$ cat config.mk
export PLATFORM = sky130hd
export DESIGN_NAME = tsr_status_slave
export DESIGN_NICKNAME = d
export VERILOG_FILES = /design/src/hdl/tsr_pkg.sv /design/src/hdl/tsr_status_slave.sv /design/src/hdl/tsr_pin_sync.sv
export SDC_FILE = /design/constraint.sdc
export NUM_CORES = 1
export LEC_CHECK = 0
export BUFFER_PORTS_ARGS = -buffer_cell sky130_fd_sc_hd__buf_4
export CORE_MARGIN = 3
export CORE_UTILIZATION = 51
export CTS_BUF_LIST = sky130_fd_sc_hd__clkbuf_4 sky130_fd_sc_hd__clkbuf_8 sky130_fd_sc_hd__clkbuf_16
export DETAILED_ROUTE_END_ITERATION = 10
export PLACE_DENSITY = 0.74
export SETUP_SLACK_MARGIN = 0.05
export SYNTH_ARGS = -nofsm -noshare
export SYNTH_HDL_FRONTEND = slang
export SYNTH_HIERARCHICAL = 1
export SYNTH_SLANG_ARGS = --single-unit
$ cat constraint.sdc
create_clock -name sys_clk_i -period 1.9 [get_ports sys_clk_i]
set_input_delay 0.38 -clock sys_clk_i [delete_from_list [all_inputs] [get_ports sys_clk_i]]
set_output_delay 0.38 -clock sys_clk_i [all_outputs]
set_load 0.005 [all_outputs]
$ cat src/hdl/tsr_pkg.sv
// Constants for the 2-wire status register readout block
// What this block does
// - Status reads answered always, even busy or locked
// - One status byte returned after address acknowledge
// - Bit 0 set when output bytes wait
// - Bit 1 set while processing or penalised
// - Bit 2 sticky after challenge reply succeeds
// - Bits 3 and 4 always read zero
// - Bits 5 to 7 hold error code
// - Codes: 0 ok, 2 malformed, 4 authentication
// - Code 1 lockout until reset, busy shown
// - Code 3 timed penalty, busy shown
// - Writes to status register are not acknowledged
// - Multi-byte integers travel most significant first
// - Byte arrays travel in index order
// - Bits within a byte go MSB first
// - Address upper six bits must match stored field
// - Busy device refuses command or data addresses
package tsr_pkg;
    localparam logic [7:0] DEV_ADDR_RST = 8'hc0;
    // Address byte fields
    localparam int ADDR_RW_BIT = 0;
    localparam int ADDR_SEL_BIT = 1;
    localparam int ADDR_CMP_LSB = 2;
    // Status byte fields
    localparam int ST_AVAIL_BIT = 0;
    localparam int ST_BUSY_BIT = 1;
    localparam int ST_VERIFIED_BIT = 2;
    localparam int ST_RSVD_LSB = 3;
    localparam int ST_RSVD_MSB = 4;
    localparam int ST_ERR_LSB = 5;
    localparam int ST_ERR_MSB = 7;
    localparam logic [7:0] STATUS_RST = 8'h00;
    // Error codes
    localparam logic [2:0] ERR_OK = 3'h0;
    localparam logic [2:0] ERR_RESET_LOCKOUT = 3'h1;
    localparam logic [2:0] ERR_MALFORMED = 3'h2;
    localparam logic [2:0] ERR_PENALTY_WAIT = 3'h3;
    localparam logic [2:0] ERR_AUTH_FAIL = 3'h4;
    // Bit counting
    localparam logic [3:0] BYTE_BITS = 4'h8;
    localparam logic [3:0] LAST_BIT = 4'h7;
    localparam int SYNC_STAGES = 3;
    typedef enum logic [4:0] {
        BUS_IDLE = 5'b00001,
        BUS_ADDR = 5'b00010,
        BUS_ACK = 5'b00100,
        BUS_SEND = 5'b01000,
        BUS_SKIP = 5'b10000
    } tsr_bus_state_t;
endpackage

$ cat src/hdl/tsr_status_slave.sv
// 2-wire slave that serves the one-byte device status register
`timescale 1ns/1ps
module tsr_status_slave #(
    parameter logic [7:0] SLAVE_ADDR = tsr_pkg::DEV_ADDR_RST
) (
    input wire logic sys_clk_i,
    input wire logic sys_rst_i,
    input wire logic scl_i,
    input wire logic sda_i,
    output logic sda_o,
    output logic sda_oe_o,
    input wire logic cmd_start_i,
    input wire logic cmd_done_i,
    input wire logic cmd_has_output_i,
    input wire logic [2:0] cmd_err_i,
    input wire logic processing_i,
    input wire logic penalty_i,
    input wire logic challenge_ok_i,
    output logic [7:0] status_o,
    output logic busy_o,
    output logic cmd_addr_hit_o
);
    logic scl_f;
    logic sda_f;
    logic scl_d;
    logic sda_d;
    logic scl_rise;
    logic scl_fall;
    logic start_seen;
    logic stop_seen;
    tsr_pkg::tsr_bus_state_t state;
    logic [3:0] bit_cnt;
    logic [7:0] addr_sr;
    logic [7:0] tx_sr;
    logic data_avail;
    logic verified;
    logic [2:0] err_code;
    logic busy;
    logic addr_match;
    logic addr_sel;
    logic addr_rd;
    logic addr_ack;

    // Codes outside the documented set report as malformed
    function automatic logic [2:0] legal_code(input logic [2:0] code);
        case (code)
            tsr_pkg::ERR_OK, tsr_pkg::ERR_RESET_LOCKOUT, tsr_pkg::ERR_MALFORMED,
            tsr_pkg::ERR_PENALTY_WAIT, tsr_pkg::ERR_AUTH_FAIL:
                legal_code = code;
            default:
                legal_code = tsr_pkg::ERR_MALFORMED;
        endcase
    endfunction

    tsr_pin_sync #(.STAGES(tsr_pkg::SYNC_STAGES), .INIT(1'b1)) u_scl_sync (
        .sys_clk_i(sys_clk_i),
        .sys_rst_i(sys_rst_i),
        .pin_i(scl_i),
        .level_o(scl_f)
    );

    tsr_pin_sync #(.STAGES(tsr_pkg::SYNC_STAGES), .INIT(1'b1)) u_sda_sync (
        .sys_clk_i(sys_clk_i),
        .sys_rst_i(sys_rst_i),
        .pin_i(sda_i),
        .level_o(sda_f)
    );

    always_ff @(posedge sys_clk_i or posedge sys_rst_i)
    begin
        if (sys_rst_i)
        begin
            scl_d <= 1'b1;
            sda_d <= 1'b1;
        end
        else
        begin
            scl_d <= scl_f;
            sda_d <= sda_f;
        end
    end

    assign scl_rise = scl_f & ~scl_d;
    assign scl_fall = ~scl_f & scl_d;
    assign start_seen = scl_f & scl_d & sda_d & ~sda_f;
    assign stop_seen = scl_f & scl_d & ~sda_d & sda_f;

    // Status contents
    assign busy = processing_i | penalty_i | (err_code == tsr_pkg::ERR_RESET_LOCKOUT)
        | (err_code == tsr_pkg::ERR_PENALTY_WAIT);

    always_ff @(posedge sys_clk_i or posedge sys_rst_i)
    begin
        if (sys_rst_i)
            data_avail <= 1'b0;
        else if (cmd_done_i)
            data_avail <= cmd_has_output_i;
        else if (cmd_start_i)
            data_avail <= 1'b0;
    end

    always_ff @(posedge sys_clk_i or posedge sys_rst_i)
    begin
        if (sys_rst_i)
            verified <= 1'b0;
        else if (challenge_ok_i)
            verified <= 1'b1;
    end

    always_ff @(posedge sys_clk_i or posedge sys_rst_i)
    begin
        if (sys_rst_i)
            err_code <= tsr_pkg::ERR_OK;
        else if (cmd_done_i)
            err_code <= legal_code(cmd_err_i);
    end

    always_ff @(posedge sys_clk_i or posedge sys_rst_i)
    begin
        if (sys_rst_i)
        begin
            status_o <= tsr_pkg::STATUS_RST;
            busy_o <= 1'b0;
        end
        else
        begin
            status_o[tsr_pkg::ST_AVAIL_BIT] <= data_avail;
            status_o[tsr_pkg::ST_BUSY_BIT] <= busy;
            status_o[tsr_pkg::ST_VERIFIED_BIT] <= verified;
            status_o[tsr_pkg::ST_RSVD_MSB:tsr_pkg::ST_RSVD_LSB] <= 2'h0;
            status_o[tsr_pkg::ST_ERR_MSB:tsr_pkg::ST_ERR_LSB] <= err_code;
            busy_o <= busy;
        end
    end

    // Address decode
    assign addr_match = addr_sr[7:tsr_pkg::ADDR_CMP_LSB] == SLAVE_ADDR[7:tsr_pkg::ADDR_CMP_LSB];
    assign addr_sel = addr_sr[tsr_pkg::ADDR_SEL_BIT];
    assign addr_rd = addr_sr[tsr_pkg::ADDR_RW_BIT];
    assign addr_ack = addr_match & (addr_sel ? addr_rd : ~busy_o);

    // Bus sequencer
    always_ff @(posedge sys_clk_i or posedge sys_rst_i)
    begin
        if (sys_rst_i)
        begin
            state <= tsr_pkg::BUS_IDLE;
            bit_cnt <= 4'h0;
            addr_sr <= 8'h00;
            tx_sr <= 8'h00;
            sda_oe_o <= 1'b0;
            cmd_addr_hit_o <= 1'b0;
            sda_o <= 1'b0;
        end
        else
        begin
            cmd_addr_hit_o <= 1'b0;
            sda_o <= 1'b0; // Open drain, only pulls low
            if (start_seen)
            begin
                state <= tsr_pkg::BUS_ADDR;
                bit_cnt <= 4'h0;
                sda_oe_o <= 1'b0;
            end
            else if (stop_seen)
            begin
                state <= tsr_pkg::BUS_IDLE;
                sda_oe_o <= 1'b0;
            end
            else
            begin
                case (state)
                    tsr_pkg::BUS_IDLE:
                        sda_oe_o <= 1'b0;
                    tsr_pkg::BUS_ADDR:
                    begin
                        if (scl_rise && bit_cnt != tsr_pkg::BYTE_BITS)
                        begin
                            addr_sr <= {addr_sr[6:0], sda_f};
                            bit_cnt <= bit_cnt + 4'h1;
                        end
                        else if (scl_fall && bit_cnt == tsr_pkg::BYTE_BITS)
                        begin
                            state <= addr_ack ? tsr_pkg::BUS_ACK : tsr_pkg::BUS_SKIP;
                            sda_oe_o <= addr_ack;
                        end
                    end
                    tsr_pkg::BUS_ACK:
                    begin
                        if (scl_fall)
                        begin
                            bit_cnt <= 4'h0;
                            if (addr_sel)
                            begin
                                tx_sr <= status_o;
                                sda_oe_o <= ~status_o[7];
                                state <= tsr_pkg::BUS_SEND;
                            end
                            else
                            begin
                                cmd_addr_hit_o <= 1'b1;
                                sda_oe_o <= 1'b0;
                                state <= tsr_pkg::BUS_SKIP;
                            end
                        end
                    end
                    tsr_pkg::BUS_SEND:
                    begin
                        if (scl_fall)
                        begin
                            bit_cnt <= bit_cnt + 4'h1;
                            tx_sr <= {tx_sr[6:0], 1'b0};
                            if (bit_cnt == tsr_pkg::LAST_BIT)
                            begin
                                sda_oe_o <= 1'b0;
                                state <= tsr_pkg::BUS_SKIP;
                            end
                            else
                                sda_oe_o <= ~tx_sr[6];
                        end
                    end
                    tsr_pkg::BUS_SKIP:
                        sda_oe_o <= 1'b0;
                    default:
                    begin
                        state <= tsr_pkg::BUS_IDLE;
                        sda_oe_o <= 1'b0;
                    end
                endcase
            end
        end
    end

    property p_reserved_zero;
        @(posedge sys_clk_i) disable iff (sys_rst_i)
        status_o[tsr_pkg::ST_RSVD_MSB:tsr_pkg::ST_RSVD_LSB] == 2'h0;
    endproperty
    a_reserved_zero: assert property (p_reserved_zero) else $error("reserved status bits not zero");

    property p_lock_codes_busy;
        @(posedge sys_clk_i) disable iff (sys_rst_i)
        (status_o[7:5] == tsr_pkg::ERR_RESET_LOCKOUT || status_o[7:5] == tsr_pkg::ERR_PENALTY_WAIT)
            |-> status_o[tsr_pkg::ST_BUSY_BIT];
    endproperty
    a_lock_codes_busy: assert property (p_lock_codes_busy) else $error("lock code shown without busy");

    property p_penalty_busy;
        @(posedge sys_clk_i) disable iff (sys_rst_i)
        (processing_i || penalty_i) |=> status_o[tsr_pkg::ST_BUSY_BIT];
    endproperty
    a_penalty_busy: assert property (p_penalty_busy) else $error("busy missing while processing");

    property p_verified_sticky;
        @(posedge sys_clk_i) disable iff (sys_rst_i)
        challenge_ok_i |=> ##1 status_o[tsr_pkg::ST_VERIFIED_BIT] [*8];
    endproperty
    a_verified_sticky: assert property (p_verified_sticky) else $error("verified flag not held");

    property p_avail;
        @(posedge sys_clk_i) disable iff (sys_rst_i)
        cmd_done_i |=> ##1 status_o[tsr_pkg::ST_AVAIL_BIT] == $past(cmd_has_output_i, 2);
    endproperty
    a_avail: assert property (p_avail) else $error("output flag wrong after completion");

    property p_err_hold;
        @(posedge sys_clk_i) disable iff (sys_rst_i)
        !cmd_done_i |=> $stable(err_code);
    endproperty
    a_err_hold: assert property (p_err_hold) else $error("error code changed without command");

    property p_err_legal;
        @(posedge sys_clk_i) disable iff (sys_rst_i)
        status_o[7:5] <= tsr_pkg::ERR_AUTH_FAIL;
    endproperty
    a_err_legal: assert property (p_err_legal) else $error("unused error code shown");

    property p_status_read_acked;
        @(posedge sys_clk_i) disable iff (sys_rst_i)
        (state == tsr_pkg::BUS_ADDR && scl_fall && !start_seen && !stop_seen && bit_cnt == tsr_pkg::BYTE_BITS
            && addr_match && addr_sel && addr_rd) |=> (state == tsr_pkg::BUS_ACK && sda_oe_o);
    endproperty
    a_status_read_acked: assert property (p_status_read_acked) else $error("status read not acknowledged");

    property p_ack_legal;
        @(posedge sys_clk_i) disable iff (sys_rst_i)
        $rose(state == tsr_pkg::BUS_ACK) |-> addr_match && !(addr_sel && !addr_rd)
            && !(!addr_sel && $past(busy_o));
    endproperty
    a_ack_legal: assert property (p_ack_legal) else $error("illegal address acknowledged");

    property p_one_byte;
        @(posedge sys_clk_i) disable iff (sys_rst_i)
        (state == tsr_pkg::BUS_SEND) |-> bit_cnt <= tsr_pkg::LAST_BIT;
    endproperty
    a_one_byte: assert property (p_one_byte) else $error("more than one status byte sent");
endmodule

$ cat src/hdl/tsr_pin_sync.sv
// Three-stage pin synchroniser with agreement filter
`timescale 1ns/1ps
module tsr_pin_sync #(
    parameter int STAGES = tsr_pkg::SYNC_STAGES,
    parameter logic INIT = 1'b1
) (
    input wire logic sys_clk_i,
    input wire logic sys_rst_i,
    input wire logic pin_i,
    output logic level_o
);
    logic [STAGES-1:0] stage;

    if (STAGES < 3)
    begin : g_stage_check
        $error("tsr_pin_sync needs at least three stages");
    end

    always_ff @(posedge sys_clk_i or posedge sys_rst_i)
    begin
        if (sys_rst_i)
            stage <= {STAGES{INIT}};
        else
            stage <= {stage[STAGES-2:0], pin_i};
    end

    // Level follows only when the last two stages agree
    always_ff @(posedge sys_clk_i or posedge sys_rst_i)
    begin
        if (sys_rst_i)
            level_o <= INIT;
        else if (stage[STAGES-1] == stage[STAGES-2])
            level_o <= stage[STAGES-1];
    end
endmodule

## Yosys cells after proc, flatten, opt, wreduce, memory -nomap -nowiden

Cells that the tools add are included.

| word-level totals | value |
|---|---|
| word-level logic and storage cells | 119 |
| register bits after elaboration | 48 |

| cells by class | value |
|---|---|
| $add $sub $neg | 1 |
| bitwise operators | 20 |
| reduce and logical (&&, ||, !) cells | 13 |
| equality and inequality tests | 30 |
| mux-type cells | 38 |

Operators by type and width:

| operator | count |
|---|---|
| $mux 5 | 9 |
| $ne 4x4->1 const B | 6 |
| $mux 7 | 3 |
| $mux 4 | 5 |
| $pmux 5 s4 | 1 |
| $mux 1 | 16 |
| $pmux 7 s2 | 1 |
| $pmux 4 s3 | 1 |
| $reduce_and 6->1 | 2 |
| $eq 3x2->1 const B | 3 |
| $ne 3x3->1 const B | 3 |
| $not 1->1 | 9 |
| $and 1x1->1 | 8 |
| $ne 2x2->1 const B | 4 |
| $reduce_and 4->1 | 2 |
| $eq 3x1->1 const B | 2 |
| $eq 6x6->1 const B | 1 |
| $eq 5x1->1 const B | 1 |
| $eq 5x2->1 const B | 1 |
| $eq 5x3->1 const B | 1 |
| $eq 5x4->1 const B | 1 |
| $eq 5x5->1 const B | 1 |
| $reduce_and 5->1 | 1 |
| $reduce_or 5->1 | 1 |
| other kinds (14) | 19 |

## Logic depth before layout (Yosys ltp)

Gate-level depths: netlist of run 1.

| logic depth | value |
|---|---|
| word-level depth | 9 |
| depth in mapped cells | 7 |
| depth with buffers taken out | 7 |

## By module

The synthesis of run 1 kept the hierarchy.

Modules (own cells, without submodules):

| module | cells each | area an instance (um^2) | instances |
|---|---|---|---|
| tsr_status_slave | 171 | 1874.3 | 1 |
| tsr_pin_sync | 6 | 120.1 | 2 |

## Least setup slack after synthesis of run 1

OpenSTA, ideal clock, no wires.

| timing | value |
|---|---|
| path type | reg-to-reg |
| start | reg state[4] |
| end | reg bit_cnt[2] |
| data required time | 1779 ps |
| path slack | -71 ps |
| arrival time | 1850 ps |
| cell stages (with the launch flop) | 6 |
| buffers on the path | 0 |
| clock period less this slack | 1971 ps |
| cell sequence | dfrtp_1 -> nor4_4 -> nand4_4 -> and3_4 -> or3_1 -> a22o_1 |

| between the ends | value |
|---|---|
| longest elaborated chain between the ends | 4 |
| elaborated cells on any way between the ends | 11 |

RTL lines:

| element | RTL line | text |
|---|---|---|
| from (decl) | tsr_status_slave.sv:31 | `tsr_pkg::tsr_bus_state_t state;` |
| from (signal assigned) | tsr_status_slave.sv:147 | `state <= tsr_pkg::BUS_IDLE;` |
| from (signal assigned) | tsr_status_slave.sv:161 | `state <= tsr_pkg::BUS_ADDR;` |
| from (signal assigned) | tsr_status_slave.sv:167 | `state <= tsr_pkg::BUS_IDLE;` |
| $eq 5x4->1 (tied with other cells) | tsr_status_slave.sv:172 | `case (state)` |
| $pmux 4 s3 | tsr_status_slave.sv:172 |  |
| $mux 4 | tsr_status_slave.sv:165 | `else if (stop_seen)` |
| $mux 4 | tsr_status_slave.sv:159 | `if (start_seen)` |
| to (signal assigned) | tsr_status_slave.sv:180 | `bit_cnt <= bit_cnt + 4'h1;` |
| to (signal assigned) | tsr_status_slave.sv:211 | `bit_cnt <= bit_cnt + 4'h1;` |
| to (signal assigned) | tsr_status_slave.sv:293 | `(state == tsr_pkg::BUS_SEND) \|-> bit_cnt <= tsr_pkg::LAST_BIT;` |
| to (decl) | tsr_status_slave.sv:32 | `logic [3:0] bit_cnt;` |

Parallel ways exist; a longest one is shown, timed or not. The select of a mux whose other input is x is not followed.
A chain may end at the register's enable or synchronous reset.

## Worst setup path in the final report of run 1

Ends and elaborated chain as after synthesis.

==> summary.txt, run 1 <==
Global routing
  • Pin count of the biggest net entering global routing: 40
  • First-pass GRT wire length: 7.293 mm
  • Gr ovfl total: 0
  • Vias in the first global route: 1608
  • Total global-route track usage: 18.41%
  • Initial antenna violation count: 0

STA
  • Clock Skew: 0.004129 ns
  • Final cycle utilization of the critical path: 99.60%
  • Max Clk Rate: 528.4 MHz
  • Post-layout min period: 1.892 ns
  • Endpoints failing setup: 0
  • Endpoints failing hold: 0
  • RSZ-0062 raised after global routing: true
  • Fin. max-slew vios: 0

Synth
  • Post-synth ARST share: 100.0%
  • Synth top area cells: dfrtp_1 (43%), dfstp_2 (14%), mux2_2 (5.9%), nor2_1 (3.0%), a21oi_1 (2.1%)
  • Area leader, netlist: dfrtp_1
  • #FFs+latches synth: 47
  • Post-synth EDFFs: 0
  • Synth Instances: 183
  • Synth cell types: 50
  • Syn Area/Cell: 11.55 um2
  • Post-synth top area share: 42.60%
  • Mapped Area: 2115 um2
  • Post-synthesis sequential area ratio: 56.27%
  • Top cells by count, synth: dfrtp_1 (36), nor2_1 (17), nand2_1 (12)
  • Main flop type after synthesis: dfrtp_1
  • Cell with the most instances after synthesis: dfrtp_1
  • Synth Warn #: 6

Detailed routing
  • DRT antenna net count: 0
  • DR pass1 iterations: 4
  • WL final: 4.330 mm
  • DR WL/cell: 15.92 um
  • Drt via density: 5.754
  • # DRC: 0
  • Via count: 1565
  • DRT iter0 DRCs: 181

Layout
  • Filler cells: 294
  • Antenna diodes: 0
  • Design Area, Final: 2552 um2
  • Layout cells sized above 1: 39.29%
  • Post-layout util: 66.71%
  • Layout Nets: 238
  • Synth-to-Final Area Change: 20.71%

Setup path
  • Reg2reg start: state[4]$_DFFE_PP0P_
  • WP data arrival: 2.08 ns
  • Crit path launch type: flop
  • WP buf/inv: 0
  • Worst R2R Setup Slack: 0.008 ns
  • Worst Setup Path Type: flop to flop
  • CP peak stage delay: 0.47 ns
  • Crit. End Element: flop
  • CP max FO: 7
  • Slowest cell on crit path: dfrtp_2
  • CP Cell Sequence: nor3_4 > a21bo_2 > nor2_1 > or3_1 > a22o_1
  • Worst r2r path cells: 5
  • End of the worst register-to-register path: bit_cnt[2]$_DFFE_PP0P_
  • Top Family by Delay on Critical Path: simple AND/OR/NAND/NOR gates
  • Required time of the worst setup path: 2.08 ns

Hold path
  • Hold Crit Class: input pin to asynchronous set/reset pin

Status
  • Status: finished clean

Placement
  • Half-perimeter wire length after placement: 3.015 mm
  • Routability cong.: 0.9871
  • IO buf count: 21
  • Dpl cell area: 2361 um2

Power and ir drop
  • VDD IR-drop max: 0.6643 mV
  • Pwr per Cell Area: 846.3 nW/um2
  • Clk pwr share: 27.4%
  • Leak Pwr: 1.222 nW
  • Switch Pwr: 0.5949 mW
  • Internal Pwr Total: 1.565 mW
  • Flop pwr share: 54.2%
  • Logic pwr share: 18.4%
  • Net Sw Frac: 27.54%

Floorplan
  • Rows: 22
  • Die width: 70.39 um
  • Top Ports: 25
  • Core area: 3826 um2
  • Die area: 4955 um2
  • Die height: 70.39 um
  • Initial Util: 55.26%

Clocking
  • Root Buffer: clkbuf_8
  • Worst skew pair latency: 0.29 ns
  • Num Clock Sinks: 47
  • Clock slew at reported path FFs: 0.08 ns
  • CTS tree: yes
  • CTS Buf Count: 5
  • Longest Clk Path Bufs: 2
  • H-tree levels: 2
  • # hold bufs at CTS: 0

Flow run
  • Max-cap violations: 0
[power groups by stage]
| stage | clock network, mW | registers (mW) | logic (mW) |
|---|---|---|---|
| CTS | 0.604 | 1.17 | 0.369 |
| floorplan | 0 | 1.16 | 0.220 |
| finish | 0.592 | 1.17 | 0.397 |
| detailed placement | 0 | 1.19 | 0.315 |
| global route | 0.656 | 1.18 | 0.443 |
| global placement | 0 | 1.18 | 0.295 |
[worst reg2reg max path: stages (launching register included)]
cell and delay (ns):
dfrtp_2 0.47, nor3_4 0.37, a21bo_2 0.25, nor2_1 0.05, or3_1 0.41, a22o_1 0.24
[per-stage QoR]
stage / std cells / TNS (ns) / setup slack, ns / power [mW] / hold slack (ns)
floorplan: 185 / 0 / 0.05581 / 1.383 / 0.3352
global placement: 256 / 0 / 0.06100 / 1.472 / 0.3475
detailed placement: 256 / -0.01685 / -0.01685 / 1.503 / 0.3507
CTS: 268 / 0 / 0.05027 / 2.139 / 0.1648
global route: 272 / -0.3114 / -0.1234 / 2.284 / 0.1685
finish: 272 / 0 / 0.007567 / 2.160 / 0.1733
[how the worst max path moves through the flow]
| stage | startpoint | endpoint | slack, ns | depth (start not counted) |
|---|---|---|---|---|
| global route | bit_cnt[0]$_DFFE_PP0P_ | state[2]$_DFFE_PP0P_ | -0.12 | 8 |
| floorplan | state[4]$_DFFE_PP0P_ | bit_cnt[3]$_DFFE_PP0P_ | 0.06 | 5 |
| CTS | state[0]$_DFFE_PP1P_ | state[3]$_DFFE_PP0P_ | 0.05 | 5 |
| detailed placement | state[4]$_DFFE_PP0P_ | bit_cnt[2]$_DFFE_PP0P_ | -0.02 | 5 |
| finish | state[4]$_DFFE_PP0P_ | bit_cnt[2]$_DFFE_PP0P_ | 0.008 | 5 |
| global placement | state[1]$_DFFE_PP0P_ | state[2]$_DFFE_PP0P_ | 0.06 | 6 |
[state kept, by name (all words and copies together) (netlist names), 3 cells and up]
| name | flops |
|---|---|
| bit_cnt | 4 |
| err_code | 3 |
| addr_sr | 8 |
| u_sda_sync/stage | 3 |
| status_o | 6 |
| tx_sr | 7 |
| state | 5 |
| u_scl_sync/stage | 3 |
[layout by cell type, fill, tap and decap left out, drive strengths merged, types with 2 or more instances in the layout]
master | netlist | layout
a21oi | 9 | 9
a22o | 4 | 4
a31oi | 2 | 2
buf | 6 | 37
clkbuf | 0 | 6
conb | 1 | 3
dfrtp | 36 | 36
dfstp | 11 | 11
ha | 2 | 2
inv | 11 | 11
maj3 | 2 | 2
mux2 | 11 | 11
mux2i | 4 | 4
nand2 | 12 | 12
nand3 | 4 | 4
nand3b | 2 | 2
nor2 | 17 | 17
nor2b | 2 | 2
nor3 | 3 | 3
nor3b | 2 | 2
nor4 | 2 | 2
o21ai | 8 | 8
o22ai | 2 | 2
o31ai | 2 | 2
or2 | 3 | 3
or4 | 2 | 2
xnor2 | 2 | 2
xor2 | 2 | 2
[repair_timing]
item                                   in CTS  in global routing
setup endpoints to repair                   5                  6
cloned                                      0                  0
pin swaps                                   2                  6
endpoints found under the hold margin       0                  0
setup buffers                               4                  4
gates resized for setup                     5                  6
[layer usage]
metal / vias to the layer above / wire length [um] / part of all wire [%] / GRT usage (%)
li1: 726 / - / - / -
met1: 768 / 1790 / 41 / 23.67
met2: 58 / 2196 / 51 / 29.83
met3: 13 / 244 / 5.6 / 4.317
met4: 0 / 98 / 2.3 / 7.447
met5: - / 0 / 0 / 0
[final cells by class]
cell class,instances,area [um2],share of cell area (%)
Tap cell,48,60.06,2.353
Sequential cell,47,1192,46.72
Clock inverter,2,12.51,0.4902
Multi-Input combinational cell,121,892.1,34.95
Inverter,11,41.29,1.618
Timing Repair Buffer,37,277.8,10.88
Clock buffer,6,76.32,2.990
[kinds of logic after synthesis]
| kind of cell | synth area share [%] |
|---|---|
| XOR/XNOR | 1.657 |
| AO/OA/AOI/OAI | 12.31 |
| multiplexers | 7.752 |
| AND/OR/NAND/NOR | 15.62 |
| other | 0.1773 |
| buffers and inverters | 3.964 |
| flip-flops | 56.27 |
| adder cells (fa/ha/maj) | 2.248 |
Power figures use the tool's default switching activity.
==> run 2, diff against run 1 <==
- ABC_AREA: unset -> 1
- CORE_UTILIZATION: 51 -> 52
- GPL_TIMING_DRIVEN: unset -> 0
- PLACE_DENSITY: 0.74 -> 0.75
==> run 2 against run 1 <==
  * Global-route usage shrank 1.0 points
  * Sequential share of layout area fell by 1.8 points
  * Largest power group unchanged
  * Total power up 13%
  * Critical endpoint is now bit_cnt[1]$_DFFE_PP0P_
  * Count of clock-buffer cells in the layout shrank 1
  * Non-clock buffer count down 9
  * Clock skew decreased by 0.0010 ns
  * Final cell count rose by 27%
  * Wire length decreased by 5.7%
==> summary.txt, run 2 <==
Status
  • Status: finished clean

Setup path
  • CP max FO: 7 (unchanged)
  • Required time of the worst setup path: 2.10 ns (+0.02 ns)
  • Crit. End Element: flop
  • Crit path launch type: flop
  • Worst r2r path cells: 10 (+5)
  • CP Cell Sequence: inv_1 > ha_1 > nand2_1 > nor2_1 > nor2_1 > nand2_4 > nand3_2 > nand2_2 > nand2_1 > nand2_1
  • Slowest cell on crit path: dfrtp_1
  • CP peak stage delay: 0.40 ns (-0.07 ns)
  • Worst Setup Path Type: flop to flop
  • Most used cell, CP: nand2_1
  • WP data arrival: 1.75 ns (-0.33 ns)

Clocking
  • Num Clock Sinks: 47 (unchanged)
  • CTS Buf Count: 5 (unchanged)
  • Worst skew pair latency: 0.30 ns (about the same)
  • Clock slew at reported path FFs: 0.08 ns (about the same)
  • # hold bufs at CTS: 0 (unchanged)
  • CTS tree: yes
  • Longest Clk Path Bufs: 2 (unchanged)
  • Root Buffer: clkbuf_8
  • H-tree levels: 2 (unchanged)
  • Post-CTS sizing: 0 (-5)
  • Post-CTS Setup Inserts: 0 (-4)

Global routing
  • Pin count of the biggest net entering global routing: 40 (unchanged)
  • Total global-route track usage: 17.38% (-1.0 points)
  • First-pass GRT wire length: 7.031 mm (-3.6%)
  • Vias in the first global route: 1594 (-0.87%)
  • Gr ovfl total: 0 (unchanged)
  • Initial antenna violation count: 0 (unchanged)

STA
  • Setup WS post-layout: 0.3432 ns (+0.3357 ns)
  • Final setup TNS: 0 ns (unchanged)
  • Endpoints failing hold: 0 (unchanged)
  • Post-layout min period: 1.557 ns (-0.3357 ns)
  • Max Clk Rate: 642.4 MHz (+22%)
  • Endpoints failing setup: 0 (unchanged)
  • Clock Skew: 0.003132 ns (-0.0009968 ns)
  • Fin. max-slew vios: 0 (unchanged)
  • Actual slew at the worst max-slew pin: 0.7985 ns
  • Max_slew headroom: 46.69%
  • Hold_ws: 0.1640 ns (-0.009354 ns)
  • RSZ-0062 raised after global routing: false
  • Final cycle utilization of the critical path: 81.94% (-18 points)

Synth
  • Post-Synth Adder-Cell Area: 1.083% (-1.2 points)
  • Area leader, netlist: dfrtp_1
  • XOR/XNOR share of the synthesized area: 0.7584% (-0.90 points)
  • #FFs+latches synth: 47 (unchanged)
  • Post-synth ARST share: 100.0% (unchanged)
  • Synth top area cells: dfrtp_1 (39%), dfstp_2 (13%), nand2_1 (11%), inv_1 (5.0%), nor2_1 (5.0%)
  • Synth cell types: 33 (-34%)
  • Post-synth top area share: 39.00% (-3.6 points)
  • Mapped Area: 2310 um2 (+9.2%)
  • Top cells by count, synth: nand2_1 (68), dfrtp_1 (36), inv_1 (31), nor2_1 (31)
  • Syn Area/Cell: 8.749 um2 (-24%)
  • Post-synthesis sequential area ratio: 51.52% (-4.8 points)
  • Synth Warn #: 6 (unchanged)
  • Synth Instances: 264 (+44%)
  • Synth Area in Simple Gates: 29.47% (+14 points)
  • Cell with the most instances after synthesis: nand2_1
  • Post-synthesis mux area share: 0.6501% (-7.1 points)
  • Main combinational cell family by area after synthesis: simple AND/OR/NAND/NOR gates
  • Compound-Gate Fraction of Synth Area: 8.505% (-3.8 points)
  • Main flop type after synthesis: dfrtp_1
  • Post-synth EDFFs: 0 (unchanged)

Placement
  • Setup WS pre-CTS: 0.3545 ns (+0.3714 ns)
  • IO buf count: 21 (unchanged)
  • Placed insts: 337 (+32%)
  • Half-perimeter wire length after placement: 3.095 mm (+2.6%)
  • Dpl cell area: 2537 um2 (+7.5%)
  • Routability cong.: 0.9042 (-8.4%)

Layout
  • Antenna diodes: 0 (unchanged)
  • Layout cells sized above 1: 27.46% (-12 points)
  • Biggest register: addr_sr
  • Fin cells: 345 (+27%)
  • Layout Nets: 309 (+30%)
  • Number of flip-flops in the largest register: 8 (unchanged)
  • Commonest non-fill, non-tap cell in the layout: nand2_1
  • Design Area, Final: 2650 um2 (+3.8%)
  • Commonest non-fill, non-tap cells in the layout: nand2_1 (68), dfrtp_1 (36), nor2_1 (31), inv_1 (30), buf_4 (25)
  • Post-layout util: 63.95% (-2.8 points)
  • Synth-to-Final Area Change: 14.73%
  • Biggest regs: addr_sr (8), tx_sr (7), status_o (6)

Detailed routing
  • DRT antenna net count: 0 (unchanged)
  • DRT iter0 DRCs: 128 (-29%)
  • DR pass1 iterations: 4 (unchanged)
  • Via count: 1696 (+8.4%)
  • DR WL/cell: 11.83 um (-26%)
  • WL final: 4.083 mm (-5.7%)
  • # DRC: 0 (unchanged)
  • Drt via density: 4.916 (-15%)

Floorplan
  • Die height: 72.65 um (+3.2%)
  • Rows: 23 (+4.5%)
  • Core area: 4144 um2 (+8.3%)
  • Top Ports: 25 (unchanged)
  • Die area: 5277 um2 (+6.5%)
  • Die width: 72.65 um (+3.2%)
  • Initial Util: 55.74% (+0.47 points)

Hold path
  • Hold Crit Class: input pin to asynchronous set/reset pin

Power and ir drop
  • Tot Pwr: 2.438 mW (+13%)
  • Leak Pwr: 1.403 nW (+15%)
  • Pwr per Cell Area: 920.0 nW/um2 (+8.7%)
  • VDD IR-drop max: 0.4943 mV (-26%)

Flow run
  • Max-cap violations: 0 (unchanged)
[run 2: changes by cell type after synthesis, moves of 7 or more]
| cell | change |
|---|---|
| inv_1 | +20 |
| mux2_2 | -11 |
| nand2_1 | +56 |
| nand3_1 | +7 |
| nor2_1 | +14 |
[run 2: routing by layer]
layer  global-route usage, %  up-vias  part of all wire [%]
met5                       0        -                     0
met4                   6.762        0                   1.8
met3                   4.270        7                   3.5
met2                   27.35       25                    46
met1                   23.22      780                    48
li1                        -      884                     -
[run 2: logic make-up (layout without fill, tap and decap cells)]
family | after synthesis | in the layout
adder cells (fa/ha/maj) | 2 | 2
XOR/XNOR | 2 | 2
AND/OR/NAND/NOR | 139 | 139
buffers and inverters | 40 | 69
multiplexers | 1 | 1
AO/OA/AOI/OAI | 32 | 32
flip-flops | 47 | 47
other | 1 | 3
[run 2: worst paths after layout]
check | start | end | slack (ns)
max | bit_cnt[0]$_DFFE_PP0P_ | bit_cnt[1]$_DFFE_PP0P_ | 0.34
min | sys_rst_i | u_sda_sync/stage[0]$_DFF_PP1_ | 0.16
max reg2reg | bit_cnt[0]$_DFFE_PP0P_ | bit_cnt[1]$_DFFE_PP0P_ | 0.34
min reg2reg | u_scl_sync/stage[0]$_DFF_PP1_ | u_scl_sync/stage[1]$_DFF_PP1_ | 0.36
max in group asynchronous | sys_rst_i | status_o[5]$_DFF_PP0_ | 1.16
min in group sys_clk_i | sda_i | u_sda_sync/stage[0]$_DFF_PP1_ | 0.18
[run 2: cell type report]
cell class / count / area [um2]
Buffer: 7 / 57.56
Timing Repair Buffer: 21 / 157.7
Multi-Input combinational cell: 179 / 945.9
Tap cell: 50 / 62.56
Inverter: 33 / 123.9
Clock inverter: 3 / 43.79
Sequential cell: 47 / 1190
Clock buffer: 5 / 68.82
Fill cell: 360 / 1494
[run 2: where the power goes]
group / leakage [nW] / switching, mW / internal (mW) / total, mW
clock: 0.0581 / 0.336 / 0.392 / 0.728
combinational: 0.758 / 0.299 / 0.178 / 0.477
sequential: 0.588 / 0.0989 / 1.13 / 1.23
[run 2: critical path: cells and delay by family (launching register included)]
family	cells	cell delay [ns]
buffers and inverters	1	0.07
DFF	1	0.40
adders and majority gates	1	0.21
and+or+nand+nor	8	0.78
==> run 3, diff against run 2 <==
- CORE_UTILIZATION: 52 -> 58
- PLACE_DENSITY: 0.75 -> 0.79
- clock period: 1.9 -> 1.53 ns (I/O delays scaled with it)
==> run 3 against run 2 <==
  * The run now ends with setup timing left
  * Die area fell by 9.5%
  * Via count rose by 12%
  * Fmax fell by 0.16%
  * Critical endpoint is now bit_cnt[2]$_DFFE_PP0P_
  * Largest power group unchanged
==> summary.txt, run 3 (same netlist as run 2, synthesis figures left out) <==
Status
  • Status: finished, violations left
  • Failing checks: setup timing

Detailed routing
  • # DRC: 0 (unchanged)
  • Via count: 1902 (+12%)
  • DRT antenna net count: 0 (unchanged)
  • Top Metal Used: met4
  • Metal-1 WL: 2.049 mm (+4.1%)
  • DR WL met2: 2.575 mm (+36%)
  • Drt via density: 5.269 (+7.2%)
  • DRT iter0 DRCs: 146 (+14%)
  • WL final: 4.995 mm (+22%)
  • Met3 routed WL: 274 um (+90%)
  • DR WL/cell: 13.84 um (+17%)
  • DR pass1 iterations: 4 (unchanged)

Setup path
  • Crit path launch type: flop
  • Worst Setup Path Type: flop to flop
  • Required time of the worst setup path: 1.72 ns (-0.38 ns)
  • CP max FO: 5 (-2)
  • WP data arrival: 1.75 ns (about the same)
  • Crit. End Element: flop

STA
  • Endpoints failing setup: 3 (+3)
  • Clock Skew: 0.002923 ns (-0.0002093 ns)
  • Final cycle utilization of the critical path: 101.9% (+20 points)
  • Hold_ws: 0.09240 ns (-0.07155 ns)
  • Actual slew at the worst max-slew pin: 0.7932 ns (-0.005312 ns)
  • Endpoints failing hold: 0 (unchanged)
  • Max_slew headroom: 47.04% (+0.35 points)
  • Post-layout min period: 1.559 ns (+0.002432 ns)
  • Fin. max-slew vios: 0 (unchanged)
  • Max Clk Rate: 641.4 MHz (-0.16%)
  • Setup WS post-layout: -0.02920 ns (-0.3724 ns)
  • RSZ-0062 raised after global routing: true

Layout
  • Design Area, Final: 2942 um2 (+11%)
  • Commonest non-fill, non-tap cells in the layout: nand2_1 (58), buf_4 (40), dfrtp_1 (34), inv_1 (27), nor2_1 (22)
  • Biggest regs: addr_sr (8), tx_sr (7), status_o (6)
  • Fin cells: 361 (+4.6%)
  • Filler cells: 252 (-30%)
  • Biggest register: addr_sr
  • Number of flip-flops in the largest register: 8 (unchanged)
  • Antenna diodes: 0 (unchanged)
  • Layout cells sized above 1: 40.89% (+13 points)
  • Layout Nets: 327 (+5.8%)
  • Synth-to-Final Area Change: 27.36%
  • Commonest non-fill, non-tap cell in the layout: nand2_1

Clocking
  • CTS Buf Count: 5 (unchanged)
  • H-tree levels: 2 (unchanged)
  • Num Clock Sinks: 47 (unchanged)
  • Clock slew at reported path FFs: 0.09 ns (about the same)
  • Longest Clk Path Bufs: 2 (unchanged)
  • # hold bufs at CTS: 0 (unchanged)
  • CTS tree: yes
  • Worst skew pair latency: 0.30 ns (about the same)
  • Root Buffer: clkbuf_8

Power and ir drop
  • Leak Pwr: 1.501 nW (+6.9%)
  • VDD IR-drop max: 0.8658 mV (+75%)
  • Pwr per Cell Area: 1095 nW/um2 (+19%)
  • Tot Pwr: 3.221 mW (+32%)

Global routing
  • Pin count of the biggest net entering global routing: 40 (unchanged)
  • First-pass GRT wire length: 7.631 mm (+8.5%)
  • Total global-route track usage: 19.62% (+2.2 points)
  • Gr ovfl total: 0 (unchanged)
  • Initial antenna violation count: 0 (unchanged)
  • Vias in the first global route: 1751 (+9.8%)

Placement
  • Placed insts: 335 (-0.59%)
  • IO buf count: 21 (unchanged)
  • Routability cong.: 0.9041 (about the same)
  • Dpl cell area: 2535 um2 (about the same)
  • Half-perimeter wire length after placement: 3.142 mm (+1.5%)

Floorplan
  • Top Ports: 25 (unchanged)
  • Core area: 3744 um2 (-9.7%)
  • Die area: 4776 um2 (-9.5%)
  • Initial Util: 61.70% (+6.0 points)
  • Die width: 69.11 um (-4.9%)
  • Die height: 69.11 um (-4.9%)
  • Rows: 22 (-4.3%)

Hold path
  • Hold Crit Class: input pin to asynchronous set/reset pin

Flow run
  • Max-cap violations: 0 (unchanged)
==> run 3: cell count changes in the layout (fill, tap and decap cells not counted), moves of 3 or more <==
cell     previous run  this run
buf_6               2         5
inv_1              30        27
nand2_1            68        58
buf_4              25        40
nand2_2             5        14
nand3_1            11         7
nor2_1             31        22
nor2_4              3        10
==> run 3: path summary, 6_finish.rpt <==
| check | from | to | slack (ns) | cells after the start |
|---|---|---|---|---|
| max in group asynchronous | sys_rst_i | state[3]$_DFFE_PP0P_ | 0.81 | 2 |
| hold reg to reg | u_scl_sync/stage[0]$_DFF_PP1_ | u_scl_sync/stage[1]$_DFF_PP1_ | 0.36 | 0 |
| setup / recovery | u_scl_sync/level_o$_DFFE_PP1N_ | bit_cnt[2]$_DFFE_PP0P_ | -0.03 | 7 |
| hold / removal | sys_rst_i | u_sda_sync/stage[0]$_DFF_PP1_ | 0.09 | 2 |
| setup reg to reg | u_scl_sync/level_o$_DFFE_PP1N_ | bit_cnt[2]$_DFFE_PP0P_ | -0.03 | 7 |
| min in group sys_clk_i | sda_i | u_sda_sync/stage[0]$_DFF_PP1_ | 0.11 | 1 |
==> run 3: per-stage QoR <==
stage | utilization, % | setup TNS (ns) | setup WS [ns]
finish | 78.58 | -0.06702 | -0.02920
detailed placement | 67.71 | -0.05262 | -0.02055
floorplan | - | 0 | 0.1361
global route | 78.58 | -0.6002 | -0.09307
global placement | 67.71 | -7.616 | -0.2139
CTS | 71.66 | 0 | 0.02267
==> run 3: where the power goes <==
group / internal (mW) / switching (mW)
sequential: 1.41 / 0.136
clock: 0.319 / 0.425
combinational: 0.406 / 0.527
total: 2.13 / 1.09
==> run 3: layout make-up <==
type | instances | area [um2] | share of cell area (%)
Sequential cell | 47 | 1192 | 40.54
Multi-Input combinational cell | 179 | 1112 | 37.81
Timing Repair Buffer | 39 | 304.0 | 10.34
Inverter | 33 | 126.4 | 4.296
Clock buffer | 5 | 68.82 | 2.339
Tap cell | 48 | 60.06 | 2.042
Buffer | 7 | 57.56 | 1.957
Clock inverter | 3 | 20.02 | 0.6806
==> run 3: worst max-delay path, stage by stage, from the launching register on <==
cell,delay [ns]
dfstp_2,0.60
nand2_4,0.09
nor2_4,0.25
nor2_4,0.09
a21oi_4,0.18
nand2_2,0.11
nand2_1,0.08
nand2_1,0.06
==> run 3: repair_timing <==
item / in CTS / in global routing
pin swaps: 3 / 15
setup buffers: 4 / 13
gates cloned: 0 / 1
resized for setup: 8 / 44
endpoints found under the setup margin: 10 / 21
endpoints found under the hold margin: 0 / 0
==> run 3: metal layers <==
layer	GRT usage [%]	up-vias
met5	0	-
met4	5.857	0
met3	4.373	14
met2	32.52	76
met1	25.74	885
li1	-	927
